$ cat config.mk
export PLATFORM = sky130hd
export DESIGN_NAME = dcsb_top
export DESIGN_NICKNAME = d
export VERILOG_FILES = /design/src/rtl/dcsb_pkg.sv /design/src/rtl/dcsb_ramp_if.sv /design/src/rtl/dcsb_edge.sv /design/src/rtl/dcsb_ramp.sv /design/src/rtl/dcsb_top.sv
export SDC_FILE = /design/constraint.sdc
export NUM_CORES = 1
export LEC_CHECK = 0
export BUFFER_PORTS_ARGS = -buffer_cell sky130_fd_sc_hd__buf_2
export CORE_MARGIN = 4
export CORE_UTILIZATION = 51
export DETAILED_ROUTE_END_ITERATION = 6
export GPL_TIMING_DRIVEN = 0
export HOLD_SLACK_MARGIN = 0.06
export PLACE_DENSITY = 0.8
export SKIP_CTS_REPAIR_TIMING = 1
export SLEW_MARGIN = 0
export SYNTH_ARGS = -nofsm -noshare
export SYNTH_HDL_FRONTEND = slang
export SYNTH_SLANG_ARGS = --single-unit
$ cat constraint.sdc
create_clock -name core_clk -period 3.4 [get_ports core_clk]
set_input_delay 0.34 -clock core_clk [delete_from_list [all_inputs] [get_ports core_clk]]
set_output_delay 0.34 -clock core_clk [all_outputs]
set_load 0.02 [all_outputs]
$ cat src/rtl/dcsb_pkg.sv
package dcsb_pkg;
    // widths of the command words
    localparam int AXIS_W = 8;
    localparam int RATE_W = 32;
    localparam int FAULT_W = 16;
    // queue policy encodings
    localparam logic POLICY_PREEMPT = 1'h0;
    localparam logic POLICY_QUEUED = 1'h1;
    // fault codes reported on the fault code output
    localparam logic [FAULT_W-1:0] FAULT_NONE = 16'h0000;
    localparam logic [FAULT_W-1:0] FAULT_BAD_DECEL = 16'h0001;
    localparam logic [FAULT_W-1:0] FAULT_BAD_JERK = 16'h0002;
    // reset values
    localparam logic [RATE_W-1:0] RATE_RST = 32'h0000_0000;
    localparam logic [AXIS_W-1:0] AXIS_RST = 8'h00;
    // command sequencing states
    typedef enum logic [2:0] {
        ST_IDLE,
        ST_WAIT,
        ST_RUN,
        ST_DONE,
        ST_ABORT,
        ST_ERR
    } dcsb_state_t;
    // axis state as seen by this command
    typedef enum logic {
        AXIS_IDLE_STANDSTILL,
        AXIS_POINT_MOVE
    } dcsb_axis_t;
endpackage : dcsb_pkg

$ cat src/rtl/dcsb_ramp_if.sv
`timescale 1ns/10ps
// link between the sequencer and the speed ramp
interface dcsb_ramp_if #(parameter int W = 32);
    logic load;
    logic run;
    logic [W-1:0] start_speed;
    logic [W-1:0] decel;
    logic [W-1:0] speed;
    logic at_zero;
    modport ctl(output load, output run, output start_speed, output decel,
                input speed, input at_zero);
    modport ramp(input load, input run, input start_speed, input decel,
                 output speed, output at_zero);
endinterface : dcsb_ramp_if

$ cat src/rtl/dcsb_edge.sv
`timescale 1ns/10ps
// launch request edge finder
module dcsb_edge (
    input wire logic core_clk,
    input wire logic sys_rst,
    input wire logic lvl,
    output logic rise,
    output logic fall
);
    logic prev_r;
    logic prev_nxt;

    // previous level follows the input
    always_comb begin
        prev_nxt = lvl;
    end

    always_ff @(posedge core_clk) begin
        if (sys_rst) begin
            prev_r <= 1'b0;
        end else begin
            prev_r <= prev_nxt;
        end
    end

    // one-cycle pulses on each transition
    assign rise = lvl && !prev_r;
    assign fall = !lvl && prev_r;
endmodule : dcsb_edge

$ cat src/rtl/dcsb_ramp.sv
`timescale 1ns/10ps
// speed ramp down at a fixed step per task cycle
module dcsb_ramp #(
    parameter int W = 32
) (
    input wire logic core_clk,
    input wire logic sys_rst,
    dcsb_ramp_if.ramp rp
);
    logic [W-1:0] speed_r;
    logic [W-1:0] speed_nxt;

    // load the entry speed, then subtract the step until standstill
    always_comb begin
        speed_nxt = speed_r;
        if (rp.load) begin
            speed_nxt = rp.start_speed;
        end else if (rp.run) begin
            if (speed_r <= rp.decel) begin
                speed_nxt = '0;
            end else begin
                speed_nxt = speed_r - rp.decel;
            end
        end
    end

    always_ff @(posedge core_clk) begin
        if (sys_rst) begin
            speed_r <= '0;
        end else begin
            speed_r <= speed_nxt;
        end
    end

    assign rp.speed = speed_r;
    assign rp.at_zero = (speed_r == '0);
endmodule : dcsb_ramp

$ cat src/rtl/dcsb_top.sv
`timescale 1ns/10ps
// Behaviour
// - slow axis at captured rate to standstill
// - capture parameters on launch rising edge
// - start only on rise; fall ignored
// - rise during execution is ignored
// - rise after completion starts again
// - policy 0 preempts, 1 queues behind
// - finished high when halt completes
// - busy high while executing
// - active high only while controlling axis
// - superseded high when aborted by other
// - error flag plus fault code
// - busy on rise, active one cycle later unless queued behind a busy other
// - preempting command takes axis, older superseded
// - superseded clears on launch fall
// - finished at zero speed, clears on fall
// - error holds until launch falls
// - point-move on start, standstill on finish
module dcsb_top #(
    parameter int AXIS_W = dcsb_pkg::AXIS_W,
    parameter int RATE_W = dcsb_pkg::RATE_W,
    parameter int FAULT_W = dcsb_pkg::FAULT_W
) (
    input wire logic core_clk,
    input wire logic sys_rst,
    input wire logic launch_req,
    input wire logic [AXIS_W-1:0] axis_sel,
    input wire logic [RATE_W-1:0] decel_rate,
    input wire logic [RATE_W-1:0] jerk_rate,
    input wire logic queue_policy,
    input wire logic [RATE_W-1:0] axis_speed,
    input wire logic other_busy,
    input wire logic other_takeover,
    input wire logic axis_fault,
    input wire logic [FAULT_W-1:0] axis_fault_code,
    output logic finished,
    output logic busy,
    output logic active,
    output logic superseded_flag,
    output logic error_flag,
    output logic [FAULT_W-1:0] fault_code,
    output dcsb_pkg::dcsb_axis_t axis_state,
    output logic [RATE_W-1:0] speed_cmd,
    output logic [AXIS_W-1:0] axis_q,
    output logic [RATE_W-1:0] decel_q,
    output logic [RATE_W-1:0] jerk_q,
    output logic policy_q
);
    ////////////////////////////////////////////////////////////////////////
    logic rise;
    logic fall;
    logic start;
    logic bad_decel;
    logic bad_jerk;
    dcsb_pkg::dcsb_state_t state_r;
    dcsb_pkg::dcsb_state_t state_nxt;
    logic finished_r;
    logic finished_nxt;
    logic busy_r;
    logic busy_nxt;
    logic active_r;
    logic active_nxt;
    logic superseded_r;
    logic superseded_nxt;
    logic error_r;
    logic error_nxt;
    logic [FAULT_W-1:0] fault_r;
    logic [FAULT_W-1:0] fault_nxt;
    dcsb_pkg::dcsb_axis_t axst_r;
    dcsb_pkg::dcsb_axis_t axst_nxt;
    logic [AXIS_W-1:0] axis_r;
    logic [AXIS_W-1:0] axis_nxt;
    logic [RATE_W-1:0] decel_r;
    logic [RATE_W-1:0] decel_nxt;
    logic [RATE_W-1:0] jerk_r;
    logic [RATE_W-1:0] jerk_nxt;
    logic policy_r;
    logic policy_nxt;

    dcsb_ramp_if #(.W(RATE_W)) rp_if ();

    ////////////////////////////////////////////////////////////////////////
    // launch edges
    dcsb_edge u_edge (
        .core_clk(core_clk),
        .sys_rst(sys_rst),
        .lvl(launch_req),
        .rise(rise),
        .fall(fall)
    );

    // speed ramp that carries out the slowdown
    dcsb_ramp #(.W(RATE_W)) u_ramp (
        .core_clk(core_clk),
        .sys_rst(sys_rst),
        .rp(rp_if.ramp)
    );

    ////////////////////////////////////////////////////////////////////////
    // a new run may begin only when no halt is executing
    assign start = rise && !busy_r;
    assign bad_decel = (decel_rate == dcsb_pkg::RATE_RST);
    assign bad_jerk = (jerk_rate == dcsb_pkg::RATE_RST);

    // ramp is loaded as the axis is taken, steps while in control
    assign rp_if.load = (state_r == dcsb_pkg::ST_WAIT) && active_nxt;
    assign rp_if.start_speed = axis_speed;
    assign rp_if.decel = decel_r;
    assign rp_if.run = active_r;

    ////////////////////////////////////////////////////////////////////////
    // sequencing of one halt command
    always_comb begin
        state_nxt = state_r;
        unique case (state_r)
            dcsb_pkg::ST_IDLE, dcsb_pkg::ST_DONE, dcsb_pkg::ST_ABORT,
            dcsb_pkg::ST_ERR: begin
                if (start) begin
                    if (bad_decel || bad_jerk) begin
                        state_nxt = dcsb_pkg::ST_ERR;
                    end else begin
                        state_nxt = dcsb_pkg::ST_WAIT;
                    end
                end else if (state_r != dcsb_pkg::ST_IDLE && !launch_req) begin
                    state_nxt = dcsb_pkg::ST_IDLE;
                end
            end
            dcsb_pkg::ST_WAIT: begin
                if (axis_fault) begin
                    state_nxt = dcsb_pkg::ST_ERR;
                end else if (other_takeover) begin
                    state_nxt = dcsb_pkg::ST_ABORT;
                end else if (policy_r == dcsb_pkg::POLICY_PREEMPT || !other_busy) begin
                    state_nxt = dcsb_pkg::ST_RUN;
                end
            end
            dcsb_pkg::ST_RUN: begin
                if (axis_fault) begin
                    state_nxt = dcsb_pkg::ST_ERR;
                end else if (other_takeover) begin
                    state_nxt = dcsb_pkg::ST_ABORT;
                end else if (rp_if.at_zero) begin
                    state_nxt = dcsb_pkg::ST_DONE;
                end
            end
            default: begin
                state_nxt = dcsb_pkg::ST_IDLE;
            end
        endcase
    end

    // flags follow the next state so they move together
    always_comb begin
        busy_nxt = (state_nxt == dcsb_pkg::ST_WAIT) || (state_nxt == dcsb_pkg::ST_RUN);
        active_nxt = (state_nxt == dcsb_pkg::ST_RUN);
        finished_nxt = (state_nxt == dcsb_pkg::ST_DONE);
        superseded_nxt = (state_nxt == dcsb_pkg::ST_ABORT);
        error_nxt = (state_nxt == dcsb_pkg::ST_ERR);
    end

    // fault word and axis state
    always_comb begin
        fault_nxt = fault_r;
        axst_nxt = axst_r;
        if (start) begin
            fault_nxt = dcsb_pkg::FAULT_NONE;
        end
        if (state_nxt == dcsb_pkg::ST_ERR && state_r != dcsb_pkg::ST_ERR) begin
            if (start && bad_decel) begin
                fault_nxt = dcsb_pkg::FAULT_BAD_DECEL;
            end else if (start && bad_jerk) begin
                fault_nxt = dcsb_pkg::FAULT_BAD_JERK;
            end else begin
                fault_nxt = axis_fault_code;
            end
        end
        if (active_nxt && !active_r) begin
            axst_nxt = dcsb_pkg::AXIS_POINT_MOVE;
        end else if (finished_nxt && !finished_r) begin
            axst_nxt = dcsb_pkg::AXIS_IDLE_STANDSTILL;
        end
    end

    // parameters are captured only on an accepted rise
    always_comb begin
        axis_nxt = axis_r;
        decel_nxt = decel_r;
        jerk_nxt = jerk_r;
        policy_nxt = policy_r;
        if (start) begin
            axis_nxt = axis_sel;
            decel_nxt = decel_rate;
            jerk_nxt = jerk_rate;
            policy_nxt = queue_policy;
        end
    end

    always_ff @(posedge core_clk) begin
        if (sys_rst) begin
            state_r <= dcsb_pkg::ST_IDLE;
            busy_r <= 1'b0;
            active_r <= 1'b0;
            finished_r <= 1'b0;
            superseded_r <= 1'b0;
            error_r <= 1'b0;
            fault_r <= dcsb_pkg::FAULT_NONE;
            axst_r <= dcsb_pkg::AXIS_IDLE_STANDSTILL;
            axis_r <= dcsb_pkg::AXIS_RST;
            decel_r <= dcsb_pkg::RATE_RST;
            jerk_r <= dcsb_pkg::RATE_RST;
            policy_r <= dcsb_pkg::POLICY_PREEMPT;
        end else begin
            state_r <= state_nxt;
            busy_r <= busy_nxt;
            active_r <= active_nxt;
            finished_r <= finished_nxt;
            superseded_r <= superseded_nxt;
            error_r <= error_nxt;
            fault_r <= fault_nxt;
            axst_r <= axst_nxt;
            axis_r <= axis_nxt;
            decel_r <= decel_nxt;
            jerk_r <= jerk_nxt;
            policy_r <= policy_nxt;
        end
    end

    ////////////////////////////////////////////////////////////////////////
    // outputs
    assign finished = finished_r;
    assign busy = busy_r;
    assign active = active_r;
    assign superseded_flag = superseded_r;
    assign error_flag = error_r;
    assign fault_code = fault_r;
    assign axis_state = axst_r;
    assign speed_cmd = rp_if.speed;
    assign axis_q = axis_r;
    assign decel_q = decel_r;
    assign jerk_q = jerk_r;
    assign policy_q = policy_r;
endmodule : dcsb_top

---- Word level (Yosys, flattened, before mapping) ----
Cells that the tools add are included.
storage, ports and cells
  input port bits ......................... 127
  output and inout bits ................... 127
  word-level logic and storage cells ...... 74
  flip-flop bits (word level) ............. 131
operators by class
  multiplexer cells ....................... 19
  $add $sub $neg .......................... 1
  bitwise operators ....................... 1
  $lt $le $gt $ge ......................... 1
  reduce and logical (&&, ||, !) cells .... 27
  eq/ne operators ......................... 11
operators by type and width
  cell                                                              count
  32-bit zero test                                                  3
  32-bit 2-to-1 mux                                                 3
  16-bit 2-to-1 mux                                                 4
  32-bit <= comparator                                              1
  32-bit subtractor                                                 1
  3-bit 2-to-1 mux                                                  9
  3-bit by 2-bit == test with 1-bit output (second input constant)  4
  3-bit == test (second input constant)                             4
  1-bit logical AND                                                 9
  3-bit one-hot mux with 3 select lines                             1
  3-bit by 1-bit == test with 1-bit output (second input constant)  2
  1-bit zero test                                                   6
  2-bit nonzero test                                                3
  4-bit OR reduction                                                1
  3-bit zero test                                                   1
  1-bit logical OR                                                  3
  3-bit != test (second input constant)                             1
  3-bit nonzero test                                                1
  1-bit 2-to-1 mux                                                  2
  1-bit NOT                                                         1

---- Depth between registers and ports, before layout ----
  depth after elaboration ................. 10
  depth in mapped cells ................... 13
  mapped depth without buffers ............ 12

---- By module ----
A second synthesis with hierarchy kept.
second synthesis, totals
  cells, all modules ...................... 951
  area, all modules ....................... 7474.7 µm²
modules (own cells, without submodules)
  module     area an instance (µm²)  cells each  seq. area each (µm²)  instances
  dcsb_top   3836.2                  478         1961.9                1
  dcsb_ramp  3599.7                  469         640.6                 1
  dcsb_edge  38.8                    4           20.0                  1

---- Worst setup path after synthesis ----
Ideal clock, no wire load.
  kind .................................... flip-flop to flip-flop
  start ................................... register decel_r[21] (netlist: decel_q[21])
  end ..................................... register u_ramp.speed_r[31] (netlist: u_ramp.rp.speed[31])
  required time ........................... 3.338 ns
  stages on the path, launching flop included .. 13
  setup time .............................. 0.062 ns
  path slack .............................. 0.404 ns
  data arrival time ....................... 2.934 ns
  cells stage by stage .................... dfxtp_1 -> inv_1 -> ha_1 -> buf_2 -> nand2_1 -> or3_4 -> nor4_2 -> nand4b_1 -> a311o_1 -> a21o_1 -> buf_6 -> or4_1 -> nand3_1
between the ends
  cells in the longest elaborated chain, start to end .. 4
  elaborated cells on any way between the ends .. 5
  those cells by class .................... 1 x add/sub; 1 x order compare; 3 x mux
ends and longest elaborated chain
  element                                                           line                              RTL
  start, declared                                                   dcsb_top.sv:74                    logic [RATE_W-1:0] decel_r;
  start signal, assigned                                            dcsb_top.sv:210                   decel_r <= dcsb_pkg::RATE_RST;
  start signal, assigned                                            dcsb_top.sv:223                   decel_r <= decel_nxt;
  32-bit subtractor / 32-bit <= comparator (equally long branches)  dcsb_ramp.sv:22, dcsb_ramp.sv:19
  32-bit 2-to-1 mux (*)                                             dcsb_ramp.sv:19                   if (speed_r <= rp.decel) begin
  32-bit 2-to-1 mux (*)                                             dcsb_ramp.sv:18                   end else if (rp.run) begin
  32-bit 2-to-1 mux (*)                                             dcsb_ramp.sv:16                   if (rp.load) begin
  end signal, assigned                                              dcsb_ramp.sv:31                   speed_r <= speed_nxt;
  end, declared                                                     dcsb_ramp.sv:10                   logic [W-1:0] speed_r;
Every way passes the cells marked *; elsewhere a longest branch is shown, timed or not. The select of a mux whose other input is x is not followed.
A chain may end at the register's enable or synchronous reset.

---- Worst setup path in the final report ----
  start ................................... register decel_r[18] (netlist: decel_q[18])
  end ..................................... register u_ramp.speed_r[31] (netlist: u_ramp.rp.speed[31])
Same word-level chain as after synthesis.

==> flow_summary.json <==
{
  "status": "complete, no violations",
  "rr_endpoint": "u_ramp.rp.speed[31]",
  "core_area_um2": 13500,
  "placementRows": 42,
  "antenna_found_initial": 1,
  "pwr-share-comb_pct": 20.8,
  "period_share_pct": 97.9,
  "num-nets-final": 1371,
  "ir_drop_uv": 517,
  "root_buffer": "clkbuf_16",
  "multi_input_area_um2": 4120,
  "met2_usage_pct": 50.8,
  "gr-usage-met1_pct": 36.7,
  "rr_startpoint": "decel_q[18]",
  "cts_made_buffers": 17,
  "yosysTopAreaCell": "dfxtp_1",
  "vias_per_cell": 5.84,
  "hold_class": "primary input to register",
  "clock_skew_ps": 11.4,
  "wl_per_cell_um": 18.0,
  "cp-startpoint": "decel_q[18]",
  "synth_area_leaders": "dfxtp_1 (37%), a21oi_1 (10%), nand2_1 (9.4%)",
  "hold_viol": 0,
  "internal_power_mw": 3.20,
  "rsz0062_at_grt": "no",
  "overflow": 0,
  "pwr-share-clk_pct": 42.9,
  "p_leak_nw": 4.24,
  "grt_pass1_wl_mm": 39.3,
  "synth_common_cells": "nand2_1 (179), a21oi_1 (146), dfxtp_1 (131)",
  "gp_congestion": 0.951,
  "syn_inst": 938,
  "die_y_um": 126,
  "drv_cap": 0,
  "dr.pass1.iters": 6,
  "yosys.area.top_type_share_pct": 36.8,
  "ys_seq_elements": 131,
  "die_w_um": 126,
  "final_layout_size_suffix_gt1_share_pct": 25.2,
  "dieArea_um2": 15900,
  "fill_cells": 1200,
  "initial_core_util_pct": 53.0,
  "p_seq_share_pct": 36.3,
  "synth_edf_count": 0,
  "fmax_mhz": 300,
  "ios": 254,
  "yosysSeqAreaShare_pct": 36.8,
  "syn_area_um2": 7130,
  "totalWireLength_mm": 25.2,
  "min_from": "axis_sel[3]",
  "cts.clk_slew.worst_paths_ps": 60,
  "drtAntennaViolNets": 0,
  "clockBufferDepth": 2,
  "ys_warn_count": 0,
  "cts_tree": "built",
  "cp.required_ps": 3770,
  "dp_hpwl_mm": 19.2,
  "grt_pass1_vias": 7647,
  "async_flop_share_pct": 0,
  "p_switching_mw": 1.40,
  "min_to": "axis_q[3]",
  "drcViolationCount": 0,
  "worst_ep_arrival_time_ps": 3700,
  "drv_slew": 0,
  "ys.flop_type": "dfxtp_1",
  "grt.busiest_layer": "met2",
  "startpoint_type": "register",
  "via_count": 8178,
  "max_slew_margin_pct": 39.6,
  "initialDrtViolationCount": 970,
  "cellPowerDensity_nw_per_um2": 497,
  "finalSetupTns_ps": 0,
  "synth.distinct_cells": 59,
  "finalSetupViolCount": 0,
  "syn_nets": 1098,
  "area_delta_synth_final_pct": 30.0,
  "portBuffers": 253,
  "worstRegToRegCells": 12,
  "avgSynthCellArea_um2": 7.60,
  "track_usage_pct": 30.6,
  "gr-usage-met3_pct": 8.76,
  "period_minus_slack_ps": 3330,
  "ff2ff_setup_slack_ps": 70,
  "cts_max_level": 4,
  "post-synth-top-count-cell": "nand2_1",
  "worst-path-max-fanout": 10,
  "switching_share_pct": 30.5,
  "worstSetupPathType": "register to register",
  "cts_sinks": 131,
  "power.total_mw": 4.61,
  "regArea_um2": 2630,
  "max_slew.worst_pin.slew_ps": 901,
  "grt_max_degree": 17,
  "hold_depth": 3,
  "worstSkewPairLatency_ps": 440,
  "endpoint_kind": "register"
}
==> power by group through the flow <==
| stage | clock network [mW] | registers, mW | logic, mW |
|---|---|---|---|
| 4_1_cts | 1.98 | 1.67 | 0.943 |
| 5_1_grt | 2.06 | 1.68 | 1.05 |
| 2_1_floorplan | 0 | 1.78 | 0.530 |
| 6_report | 1.98 | 1.67 | 0.960 |
| 3_5_place_dp | 0 | 1.70 | 0.934 |
| 3_3_place_gp | 0 | 1.70 | 0.928 |
==> cell usage in the layout (no fill, tap or decap), types with 18 or more instances in the layout <==
cell / instances
buf_2: 259
nand2_1: 179
a21oi_1: 146
dfxtp_1: 129
clkbuf_1: 52
nor2_1: 46
inv_1: 41
nor3b_1: 34
ha_1: 32
nand3_1: 27
nor4_1: 27
nand3b_1: 19
o21ai_0: 18
==> critical path, cell delays in order, from the launching register on <==
cell and delay, ps:
dfxtp_1 370, inv_1 90, ha_1 270, buf_2 170, nand4_1 170, or3_4 400, nor4_4 310, nand4b_1 140
a311o_1 400, a21o_1 190, buf_6 150, or4_1 510, nand3_1 100
==> flip-flops by register name, indices dropped and copies added, names as in the netlist, 3 cells and up <==
signal	cells
u_ramp.rp.speed	32
fault_code	16
jerk_q	32
axis_q	8
state_r	3
decel_q	32
==> worst max-delay path by stage <==
stage,endpoint,cells after the start
after floorplan,u_ramp.rp.speed[31],12
after global placement,u_ramp.rp.speed[31],12
after detailed placement,u_ramp.rp.speed[31],12
after CTS,u_ramp.rp.speed[31],12
after global routing,u_ramp.rp.speed[31],12
final,u_ramp.rp.speed[31],12
==> per-stage QoR <==
step / utilization (%) / worst slack, ps / hold slack (ps) / std cells / area (um2)
after floorplan: - / 404 / 468 / 938 / 7130
after global placement: 64.1 / 119 / 439 / 1367 / 8620
after detailed placement: 64.1 / 105 / 443 / 1367 / 8620
after CTS: 68.7 / 81.1 / 138 / 1399 / 9240
after global routing: 68.9 / 6.08 / 135 / 1401 / 9270
final: 68.9 / 71.1 / 143 / 1401 / 9270
==> layer usage <==
metal	vias up	share of wire [%]
li1	3906	-
met1	3792	39
met2	404	48
met3	76	9.8
met4	0	3.9
met5	-	0
==> kinds of logic (layout without fill, tap and decap cells) <==
group                      after synthesis  in the layout  synth area share, %
and+or+nand+nor                        397            397                 27.6
AOI/OAI and AO/OA                      255            255                 21.7
adders and majority gates               33             33                 5.90
DFF                                    131            131                 36.8
other                                    0              1                    0
buffers and inverters                  102            388                 5.58
xor gates and xnor gates                20             20                 2.46
==> layout make-up <==
type | instances | area share, %
inverters | 41 | 1.66
well taps | 176 | 2.38
clock inverters | 15 | 2.17
diodes | 1 | 0.0270
repair buffers | 254 | 13.7
flip-flops and latches | 131 | 28.3
multi-input cells | 705 | 44.5
plain buffers | 61 | 2.63
clock buffers | 17 | 4.59
Power figures use the tool's default switching activity.
